`src/hdl/eas_params.svh`:
```
/*
 Constants for the external-access strap and routing block.
 Assumes it is included by the package and by the main module only.
*/
`ifndef EAS_PARAMS_SVH
`define EAS_PARAMS_SVH

// ---------------------------------------------------------------
// address map
// ---------------------------------------------------------------
`define EAS_ADDR_W 16
`define EAS_SPECIAL_LO 16'h2000
`define EAS_SPECIAL_HI 16'h207F
`define EAS_PROGRAM_LO 16'h2080
`define EAS_PROGRAM_HI 16'h7FFF
`define EAS_INTERNAL_HI 16'h1FFF
`define EAS_PORT_LO_LATCH 16'h1FFC
`define EAS_PORT_HI_LATCH 16'h1FFD
`define EAS_PORT_LO_PIN 16'h1FFE
`define EAS_PORT_HI_PIN 16'h1FFF

// ---------------------------------------------------------------
// synchroniser depth and reset values
// ---------------------------------------------------------------
`define EAS_SYNC_STAGES 2
`define EAS_RST_ADDR 16'h0000
`define EAS_RST_BIT 1'b0
`define EAS_RST_SEEN 1'b1

`endif

```
`src/hdl/eas_pkg.sv`:
```
/*
 Types for the external-access strap and routing block.
 Assumes eas_params.svh is on the include path.
*/
package eas_pkg;
`include "eas_params.svh"

   // mode latched at reset release
   typedef enum logic [1:0] {
      EAS_MODE_INT,
      EAS_MODE_EXT,
      EAS_MODE_PROG
   } eas_mode_t;

   typedef logic [`EAS_ADDR_W-1:0] eas_addr_t;
endpackage

```
`src/hdl/eas_sync.sv`:
```
/*
 Two-flop synchroniser for a group of pin levels.
 Assumes asynchronous inputs and one clock; the first flop feeds only the second;
 reset is held long enough for the pin levels to pass both stages.
*/
module eas_sync #(
   parameter int WIDTH = 2
) (
   input wire logic mclk_in,
   input wire logic [WIDTH-1:0] async_in,
   output logic [WIDTH-1:0] sync_out
);
   typedef struct packed {
      logic [WIDTH-1:0] meta;
      logic [WIDTH-1:0] sync;
   } eas_sync_state_t;

   eas_sync_state_t state_reg;
   eas_sync_state_t state_next;

   // ---------------------------------------------------------------
   // two stages, deliberately without reset
   // ---------------------------------------------------------------
   // pins must reach the second stage while reset is still held, so the
   // first edge after release sees the strap level and not a reset value
   always_comb begin
      state_next.meta = async_in;
      state_next.sync = state_reg.meta;
   end

   always_ff @(posedge mclk_in) begin
      state_reg <= state_next;
   end

   assign sync_out = state_reg.sync;
endmodule

```
`src/hdl/eas_strap_route.sv`:
```
/*
 External-access strap capture, access routing, port sharing and
 cumulative programming verification.
 Assumes one 125 MHz clock, a synchronous active-high reset, strap pins
 that are asynchronous and a core that offers one access per cycle.
*/
`include "eas_params.svh"
// Summary of operation
// The strap level is caught only when reset is released and held until the next reset.
// Special-purpose and program partition accesses go internal when the strap is high.
// Accesses outside those partitions and the port locations route the same whatever the strap, except in programming.
// A programming-voltage level on the strap at reset release enters programming mode.
// In external mode the two 8-bit ports are only the address/data bus.
// In external mode port latch and pin locations become external cycles at 1FFCH-1FFFH.
// In internal mode the two ports may be general I/O while the bus is idle.
// In programming the verify output is high if all verified and low on any failure.
// Once the verify output falls it stays low until the next reset.
module eas_strap_route
   import eas_pkg::*;
(
   input wire logic mclk_in,
   input wire logic rst_in,
   input wire logic external_access_strap_in,
   input wire logic programming_voltage_in,
   input wire logic acc_req_in,
   input wire logic acc_write_in,
   input wire eas_pkg::eas_addr_t acc_addr_in,
   input wire logic bus_idle_in,
   input wire logic verify_done_in,
   input wire logic verify_ok_in,
   output eas_pkg::eas_mode_t mode_out,
   output logic acc_valid_out,
   output logic acc_write_out,
   output logic acc_external_out,
   output eas_pkg::eas_addr_t acc_addr_out,
   output logic ports_as_bus_out,
   output logic ports_gpio_allowed_out,
   output logic programming_mode_out,
   output logic cumulative_verify_out
);
   import eas_pkg::*;

   // ---------------------------------------------------------------
   // state
   // ---------------------------------------------------------------
   typedef struct packed {
      logic rst_seen;
      eas_mode_t mode;
      logic cum_ok;
      logic acc_valid;
      logic acc_write;
      logic acc_ext;
      eas_addr_t acc_addr;
   } eas_state_t;

   eas_state_t state_reg;
   eas_state_t state_next;
   logic [1:0] strap_sync;
   logic strap_hi;
   logic strap_vpp;
   logic in_partition;
   logic in_port_loc;
   logic route_ext;

   // ---------------------------------------------------------------
   // pin synchronisation
   // ---------------------------------------------------------------
   eas_sync #(
      .WIDTH(2)
   ) u_sync (
      .mclk_in(mclk_in),
      .async_in({programming_voltage_in, external_access_strap_in}),
      .sync_out(strap_sync)
   );
   assign strap_hi = strap_sync[0];
   assign strap_vpp = strap_sync[1];

   // ---------------------------------------------------------------
   // address decode
   // ---------------------------------------------------------------
   always_comb begin
      in_partition = (acc_addr_in >= `EAS_SPECIAL_LO) && (acc_addr_in <= `EAS_PROGRAM_HI);
      in_port_loc = (acc_addr_in >= `EAS_PORT_LO_LATCH) && (acc_addr_in <= `EAS_PORT_HI_PIN);
      route_ext = 1'b0;
      case (state_reg.mode)
         EAS_MODE_INT: begin
            // only the fixed map decides
            route_ext = !in_partition && !in_port_loc && (acc_addr_in > `EAS_INTERNAL_HI);
         end
         EAS_MODE_EXT: begin
            // partitions and port locations go off chip
            route_ext = in_partition || in_port_loc || (acc_addr_in > `EAS_INTERNAL_HI);
         end
         EAS_MODE_PROG: begin
            // programming keeps all accesses on chip
            route_ext = 1'b0;
         end
         default: begin
            route_ext = 1'b0;
         end
      endcase
   end

   // ---------------------------------------------------------------
   // next state
   // ---------------------------------------------------------------
   always_comb begin
      state_next = state_reg;
      state_next.rst_seen = 1'b0;
      // latch mode only on the first edge after release
      if (state_reg.rst_seen) begin
         if (strap_vpp) begin
            state_next.mode = EAS_MODE_PROG;
         end else if (strap_hi) begin
            state_next.mode = EAS_MODE_INT;
         end else begin
            state_next.mode = EAS_MODE_EXT;
         end
         state_next.cum_ok = 1'b1;
      end
      // a failure is sticky for the session
      if (state_reg.mode == EAS_MODE_PROG && verify_done_in && !verify_ok_in) begin
         state_next.cum_ok = 1'b0;
      end
      // routing result registered with the access
      state_next.acc_valid = acc_req_in && !state_reg.rst_seen;
      state_next.acc_write = acc_write_in;
      state_next.acc_ext = route_ext;
      // same address is kept for the remapped port locations
      state_next.acc_addr = acc_addr_in;
   end

   // ---------------------------------------------------------------
   // state register
   // ---------------------------------------------------------------
   always_ff @(posedge mclk_in) begin
      if (rst_in) begin
         state_reg.rst_seen <= `EAS_RST_SEEN;
         state_reg.mode <= EAS_MODE_INT;
         state_reg.cum_ok <= `EAS_RST_BIT;
         state_reg.acc_valid <= `EAS_RST_BIT;
         state_reg.acc_write <= `EAS_RST_BIT;
         state_reg.acc_ext <= `EAS_RST_BIT;
         state_reg.acc_addr <= `EAS_RST_ADDR;
      end else begin
         state_reg <= state_next;
      end
   end

   // ---------------------------------------------------------------
   // outputs
   // ---------------------------------------------------------------
   assign mode_out = state_reg.mode;
   assign acc_valid_out = state_reg.acc_valid;
   assign acc_write_out = state_reg.acc_write;
   assign acc_external_out = state_reg.acc_ext;
   assign acc_addr_out = state_reg.acc_addr;
   assign programming_mode_out = (state_reg.mode == EAS_MODE_PROG);
   // bus-only ports in external mode
   assign ports_as_bus_out = (state_reg.mode == EAS_MODE_EXT);
   // idle gaps only; a busy bus still owns the pins
   assign ports_gpio_allowed_out = (state_reg.mode == EAS_MODE_INT) && bus_idle_in;
   // low outside programming so the shared pin stays quiet
   assign cumulative_verify_out = programming_mode_out && state_reg.cum_ok;
endmodule

```
`config.mk`:
```
export PLATFORM = sky130hd
export DESIGN_NAME = eas_strap_route
export DESIGN_NICKNAME = d
export VERILOG_FILES = /design/src/hdl/eas_pkg.sv /design/src/hdl/eas_sync.sv /design/src/hdl/eas_strap_route.sv
export VERILOG_INCLUDE_DIRS = /design/src /design/src/hdl
export SDC_FILE = /design/constraint.sdc
export NUM_CORES = 1
export LEC_CHECK = 0
export BUFFER_PORTS_ARGS = -buffer_cell sky130_fd_sc_hd__buf_4
export CELL_PAD_IN_SITES_DETAIL_PLACEMENT = 1
export CELL_PAD_IN_SITES_GLOBAL_PLACEMENT = 1
export CORE_MARGIN = 8
export CORE_UTILIZATION = 31
export CTS_CLUSTER_DIAMETER = 200
export CTS_CLUSTER_SIZE = 10
export DETAILED_ROUTE_END_ITERATION = 16
export GPL_ROUTABILITY_DRIVEN = 0
export HOLD_SLACK_MARGIN = 0.02
export PLACE_DENSITY = 0.8
export SYNTH_ARGS = -nofsm -noshare
export SYNTH_HDL_FRONTEND = slang
export SYNTH_SLANG_ARGS = --single-unit
```
`constraint.sdc`:
```
create_clock -name mclk_in -period 0.9 [get_ports mclk_in]
set_input_delay 0.18 -clock mclk_in [delete_from_list [all_inputs] [get_ports mclk_in]]
set_output_delay 0.18 -clock mclk_in [all_outputs]
set_load 0.005 [all_outputs]
```
==> results of run 1 <==
-- Yosys cell counts --
library cell / instances / share of area [%]
and2_1: 1 / 0.68
mux2i_1: 2 / 2.2
nand3_1: 1 / 0.55
nand4_1: 2 / 1.4
a21oi_1: 1 / 0.55
buf_4: 18 / 15
buf_1: 1 / 0.41
dfxtp_1: 27 / 59
clkbuf_1: 1 / 0.41
inv_1: 1 / 0.41
nor3_1: 1 / 0.55
a311oi_1: 1 / 0.96
nor2b_1: 18 / 12
o21ai_0: 1 / 0.55
nor2b_2: 1 / 0.96
or3_1: 1 / 0.68
nor2_1: 5 / 2.0
nor3b_1: 2 / 1.6
-- per-stage QoR --
stage / setup WS, ns / utilization, % / instance area (um2) / hold WS [ns] / setup TNS [ns]
3_3_place_gp: -0.0398 / 44.0 / 1220 / 0.285 / -0.0659
2_1_floorplan: 0.0143 / - / 918 / 0.208 / 0
5_1_grt: -0.446 / 51.0 / 1420 / 0.0295 / -4.26
4_1_cts: -0.392 / 48.0 / 1340 / 0.0263 / -3.38
3_5_place_dp: -0.0837 / 44.0 / 1220 / 0.286 / -0.148
6_report: -0.370 / 51.0 / 1420 / 0.0438 / -2.89
-- placed cells by master, fill, tap and decap left out, drive strengths merged --
cell / count
clkbuf: 3
a311oi: 1
a21oi: 1
and2: 1
nand4: 2
nor2: 5
nor3b: 2
inv: 1
mux2i: 2
dfxtp: 27
nor3: 1
dlygate4sd3: 4
clkinvlp: 1
o21ai: 1
nor2b: 19
or3: 1
nand3: 1
buf: 54
-- worst reg2reg max path, cell delays in order, from the launching register on --
cell and delay (ns):
dfxtp_4 0.39, buf_6 0.12, buf_6 0.11, mux2i_1 0.12, nor2_1 0.06
-- final cells by class --
cell class | instances | area, um2
clock inverter | 1 | 7.51
tap | 31 | 38.8
timing repair buffer | 58 | 529
clock buffer | 3 | 22.5
inverter | 1 | 3.75
sequential | 27 | 567
fill | 303 | 1360
multi-input combinational | 37 | 250
-- power breakdown --
part | switching (uW) | internal [uW] | leakage (uW) | total, uW
Clock | 370 | 170 | 0.0000139 | 541
Sequential | 33.0 | 1260 | 0.000231 | 1300
Combinational | 102 | 231 | 0.000401 | 333
Total | 505 | 1670 | 0.000646 | 2170
-- kinds of logic after synthesis --
kind of cell           count (synthesis)
and+or+nand+nor                       32
DFF                                   27
buffers and inverters                 21
AOI/OAI and AO/OA                      3
muxes                                  2
-- metal layers --
layer / part of all wire [%] / global-route usage [%] / up-vias
met2: 60 / 19.2 / 24
li1: - / - / 334
met4: 1.3 / 4.69 / 0
met5: 0 / 0 / -
met1: 31 / 8.15 / 321
met3: 7.4 / 3.95 / 4
-- repair_timing --
item                                   4_1_cts  5_1_grt
setup endpoints to repair                   25       27
hold buffers                                 3        1
resized for setup                           17       28
setup buffers                                1        1
pin swaps                                    2        2
endpoints found under the hold margin        3        1
-- worst paths after layout --
path	from	end	slack [ns]
setup / recovery	mode_out[1]$_SDFFE_PP0P_	cumulative_verify_out	-0.37
hold reg to reg	u_sync.state_next[1]$_DFF_P_	u_sync.sync_out[1]$_DFF_P_	0.34
setup reg to reg	mode_out[0]$_SDFFE_PP0P_	mode_out[0]$_SDFFE_PP0P_	0.01
hold / removal	rst_in	state_reg[22]$_DFF_P_	0.04
==> impl_results.md, run 1 <==
* Yosys reg bits at 27
* Mapped Cells at 85
* CTS Sinks at 27
* Die Ht at 70.4 um
* Pleak at 0.000646 uW
* GRT Total Usage at 9.81%
* Simple-gate share of the synthesized area at 20.8%
* Cells on Worst Hold Path at 1
* Hold/Removal Path Class: in2reg
* Clock insertion delay at the later pin of the skew report at 0.33 ns
* WP buf/inv at 1
* RSZ-0062 raised after global routing: true
* Synth Area in Compound Gates at 2.05%
* Top Ports at 50
* Clock Skews at 0.0142 ns
* Crit start category: flip-flop
* GR Overflow Total at 0
* Residual DRC count at 0
* Initial antenna violation count at 0
* Critical path peak fanout at 4
* Width of the die at 70.4 um
* Initial detailed-routing violation count at 18
* Global-route wire length before repair at 3890 um
* Netlist Area Pre-Place at 916 um2
* MaxCap Viol Count at 0
* Req. time, crit path at 0.72 ns
* CP max-delay cell: dfxtp_4
* Cell Rows at 19
* DR vias at 683
* Worst rel slew slack at 86.3%
* Clock Path Buffers at 2
* Synth Area in XOR/XNOR at 0%
* CP Depth at 3
* Root buffer cell: clkbuf_4
* Share of post-route cells with drive strength above 1 at 63.8%
* WL per Instance at 15.0 um
* Synth Net Count at 110
* Inserted Diodes at 0
* Tcrit/Tclk final at 141%
* Largest family of logic cells by synthesized area: simple AND/OR/NAND/NOR gates
* Worst-path cell chain: nor2b_4, and2_4, buf_6
* Setup WS post-layout at -0.370 ns
* Failing checks: negative setup slack
* Post-synthesis mux area share at 2.19%
* Htree depth at 1
* Reg2Reg Depth at 4
* Initial Utilization at 32.9%
* Vias in the first global route at 826
* PwrDens at 1530 nW/um2
* Vias per inst at 4.32
* Status: finished, violations left
* Final hold vios at 0
* Critical Path AT at 1.09 ns
* Pwr Total at 2170 uW
* IO Port Bufs at 49
* Clock transition time at the flip-flop clock pins of the worst setup and hold paths at 0.14 ns
* Setup violators final at 25
* Placed insts at 149
* Detailed Routing Iterations Pass 1 at 2
* Unique masters post-synth at 18
* Post-detail-place hpwl at 1940 um
* Maximum vdd drop at 1.09 mV
* CTS Buf Count at 3
* Max FFs per register at 16
* Nets at 153
* Final non-filler cell total at 158
* Layout area overhead at 54.9%
* Tightest Pin Transition at 0.204 ns
* F_max at 787 MHz
* Post-synthesis average cell area at 10.8 um2
* Max Slew Vio Count at 0
* Adder-cell area share of the yosys netlist at 0%
* Slowest stage delay, CP at 0.39 ns
* Setup crit end kind: output port
* Crit Path Category: reg2out
* Floorplan core area at 2780 um2
* Final ANT Viol Nets at 0
* Largest net degree at the start of global routing at 17
* YS warnings at 0
* Post-route minimum period at 1.27 ns
* Sequential area share after synthesis at 59.0%
* CTS tree: built
* Area of the die at 4950 um2
* Delay-heaviest family, CP: flip-flops
* Drt total wl at 2360 um
No activity file was read; power rests on OpenSTA's default activity.
==> run 2, diff against run 1 <==
--- a/config.mk
+++ b/config.mk
@@ -17,6 +17,7 @@
 export GPL_ROUTABILITY_DRIVEN = 0
 export HOLD_SLACK_MARGIN = 0.02
 export PLACE_DENSITY = 0.8
+export RECOVER_POWER = 50
 export SYNTH_ARGS = -nofsm -noshare
 export SYNTH_HDL_FRONTEND = slang
 export SYNTH_SLANG_ARGS = --single-unit
==> run 2 against run 1 <==
Against the previous run:
- the flow still finishes with violations (negative setup slack)
- global-route usage is the same
- sequential power is essentially flat
- cell count is the same
- critical path type unchanged
- critical endpoint unchanged
- largest power group unchanged
==> impl_results.md, run 2 (synthesis gave the netlist of run 1 again) <==
* Clock Skews at 0.0145 ns (was 0.0142 ns)
* RR Endpoint: mode_out[0]$_SDFFE_PP0P_ (unchanged)
* Hold Crit Start: acc_write_in (was rst_in)
* Htree depth at 1 (unchanged)
* Residual DRC count at 0 (unchanged)
* Delay-heaviest family, CP: flip-flops (unchanged)
* CTS tree: built (unchanged)
* Width of the die at 70.4 um (unchanged)
* Clock transition time at the flip-flop clock pins of the worst setup and hold paths at 0.16 ns (was 0.14 ns)
* Final ANT Viol Nets at 0 (unchanged)
* Fillers at 305 (was 303)
* Reg2Reg Depth at 4 (unchanged)
* Most frequent cells in the layout: buf_4 (33), buf_6 (19), nor2b_1 (17), dfxtp_2 (15), dfxtp_1 (10) (was buf_4 (34), buf_6 (19), nor2b_1 (17), dfxtp_2 (15), dfxtp_1 (10))
* WL per Instance at 15.1 um (was 15.0 um)
* Pwr Total at 2160 uW (was 2170 uW)
* Status: finished, violations left (unchanged)
* CP max-delay cell: dfxtp_4 (unchanged)
* Critical Path AT at 1.09 ns (about the same)
* Failing checks: negative setup slack (unchanged)
* CP Depth at 3 (unchanged)
* Worst rel slew slack at 75.4% (was 86.3%)
* Net Sw Frac at 23.3% (about the same)
* Pleak at 0.000637 uW (was 0.000646 uW)
* Vias in the first global route at 826 (unchanged)
* Inserted Diodes at 0 (unchanged)
* Clock Path Buffers at 2 (unchanged)
* Cell Rows at 19 (unchanged)
* Root buffer cell: clkbuf_4 (unchanged)
* Crit path to: cumulative_verify_out (unchanged)
* Post-detail-place hpwl at 1940 um (unchanged)
* CTS Buf Count at 3 (unchanged)
* Area of the die at 4950 um2 (unchanged)
* WP buf/inv at 1 (unchanged)
* Initial detailed-routing violation count at 21 (was 18)
* Min Hold Slack at 0.0441 ns (was 0.0438 ns)
* Slowest stage delay, CP at 0.39 ns (about the same)
* RSZ-0062 raised after global routing: true (unchanged)
* Floorplan core area at 2780 um2 (unchanged)
* Combinational Power Share at 14.9% (was 15.3%)
* Die Ht at 70.4 um (unchanged)
* Crit start category: flip-flop (unchanged)
* Clk pwr share at 25.0% (was 24.9%)
* Final non-filler cell total at 158 (unchanged)
* Critical path peak fanout at 4 (unchanged)
* CTS Sinks at 27 (unchanged)
* Initial antenna violation count at 0 (unchanged)
* Setup crit end kind: output port (unchanged)
* Final Cell Area at 1400 um2 (was 1420 um2)
* Tightest Pin Transition at 0.369 ns (was 0.204 ns)
* Setup WS post-layout at -0.370 ns (about the same)
* Max FFs per register at 16 (unchanged)
* Tcrit/Tclk final at 141% (about the same)
* Flop pwr share at 60.1% (was 59.8%)
* GRT Total Usage at 9.81% (unchanged)
* Crit Path Category: reg2out (unchanged)
* IO Port Bufs at 49 (unchanged)
* Detailed Routing Iterations Pass 1 at 2 (unchanged)
* Internal at 1660 uW (was 1670 uW)
* Cell Area, Placed at 1220 um2 (unchanged)
* Switching Power at 504 uW (was 505 uW)
* Maximum vdd drop at 1.09 mV (about the same)
* Setup violators final at 25 (unchanged)
* F_max at 788 MHz (was 787 MHz)
* Hold/Removal Path Class: in2reg (unchanged)
* Placed insts at 149 (unchanged)
* Clock insertion delay at the later pin of the skew report at 0.33 ns (about the same)
* Worst r2r src: mode_out[0]$_SDFFE_PP0P_ (unchanged)
* Crit path from: mode_out[1]$_SDFFE_PP0P_ (unchanged)
* Req. time, crit path at 0.72 ns (about the same)
* Global-route wire length before repair at 3890 um (unchanged)
* Largest net degree at the start of global routing at 17 (unchanged)
* Max Slew Vio Count at 0 (unchanged)
* Worst-path cell chain: nor2b_4, and2_4, buf_6 (unchanged)
* Vias per inst at 4.34 (was 4.32)
* MaxCap Viol Count at 0 (unchanged)
* Top Ports at 50 (unchanged)
* Post-route minimum period at 1.27 ns (about the same)
* Initial Utilization at 32.9% (unchanged)
* Drt total wl at 2390 um (was 2360 um)
* Nets at 153 (unchanged)
* Layout area overhead at 52.9% (was 54.9%)
* Share of post-route cells with drive strength above 1 at 63.0% (was 63.8%)
* GR Overflow Total at 0 (unchanged)
* PwrDens at 1540 nW/um2 (was 1530 nW/um2)
* Final hold vios at 0 (unchanged)
* DR vias at 686 (was 683)
* Flop2flop setup slack at 0 ns (was 0.01 ns)
* Commonest non-fill, non-tap cell in the layout: buf_4 (unchanged)
## run 2: cell count changes in the layout (fill, tap and decap cells not counted)
cell      previous run  this run
buf_12               1         0
clkbuf_2             0         1
clkbuf_1             0         1
buf_4               34        33
## run 2: layer usage
layer / track usage (%) / vias to the layer above / wire length [um]
met4: 4.69 / 0 / 30
met1: 8.15 / 324 / 759
li1: - / 334 / -
met2: 19.2 / 24 / 1430
met3: 3.95 / 4 / 176
met5: 0 / - / 0
## run 2: power groups by stage
stage | Sequential (uW) | Clock (uW) | Combinational (uW)
2_1_floorplan | 1310 | 0 | 129
3_3_place_gp | 1310 | 0 | 278
3_5_place_dp | 1310 | 0 | 288
4_1_cts | 1290 | 564 | 315
5_1_grt | 1310 | 627 | 353
6_report | 1300 | 540 | 323
## run 2: worst reg2reg max path, delay by kind of cell (launching register included)
| family | cells | cell delay, ns |
|---|---|---|
| DFF | 1 | 0.39 |
| muxes | 1 | 0.12 |
| buffers and inverters | 2 | 0.23 |
| and+or+nand+nor | 1 | 0.06 |
## run 2: how the worst min path moves through the flow
stage,slack [ns],cells after the start,to
5_1_grt,0.04,2,acc_addr_out[7]$_SDFF_PP0_
2_1_floorplan,0.21,0,state_reg[22]$_DFF_P_
4_1_cts,0.03,1,state_reg[22]$_DFF_P_
6_report,0.04,2,acc_write_out$_SDFF_PP0_
3_3_place_gp,0.28,1,u_sync.state_next[0]$_DFF_P_
3_5_place_dp,0.29,1,u_sync.state_next[1]$_DFF_P_
## run 2: cell type report
| class | instances | area (um2) | share of cell area, % |
|---|---|---|---|
| Multi-Input combinational cell | 37 | 250 | 17.9 |
| Inverter | 1 | 3.75 | 0.268 |
| Timing Repair Buffer | 58 | 510 | 36.5 |
| Clock inverter | 1 | 7.51 | 0.536 |
| Clock buffer | 3 | 22.5 | 1.61 |
| Sequential cell | 27 | 567 | 40.5 |
| Tap cell | 31 | 38.8 | 2.77 |
## run 2: stage by stage
stage | worst slack (ns) | utilization [%] | TNS, ns
global placement | -0.0398 | 44.0 | -0.0659
detailed placement | -0.0837 | 44.0 | -0.148
CTS | -0.392 | 48.0 | -3.38
finish | -0.370 | 50.3 | -2.88
floorplan | 0.0143 | - | 0
global route | -0.446 | 50.3 | -4.28
## run 2: what timing repair did
item / in CTS / in global routing
setup endpoints to repair: 25 / 27
hold buffers: 3 / 1
setup buffers: 1 / 1
resized for setup: 17 / 28
hold endpoints to repair: 3 / 1
pin swaps: 2 / 2
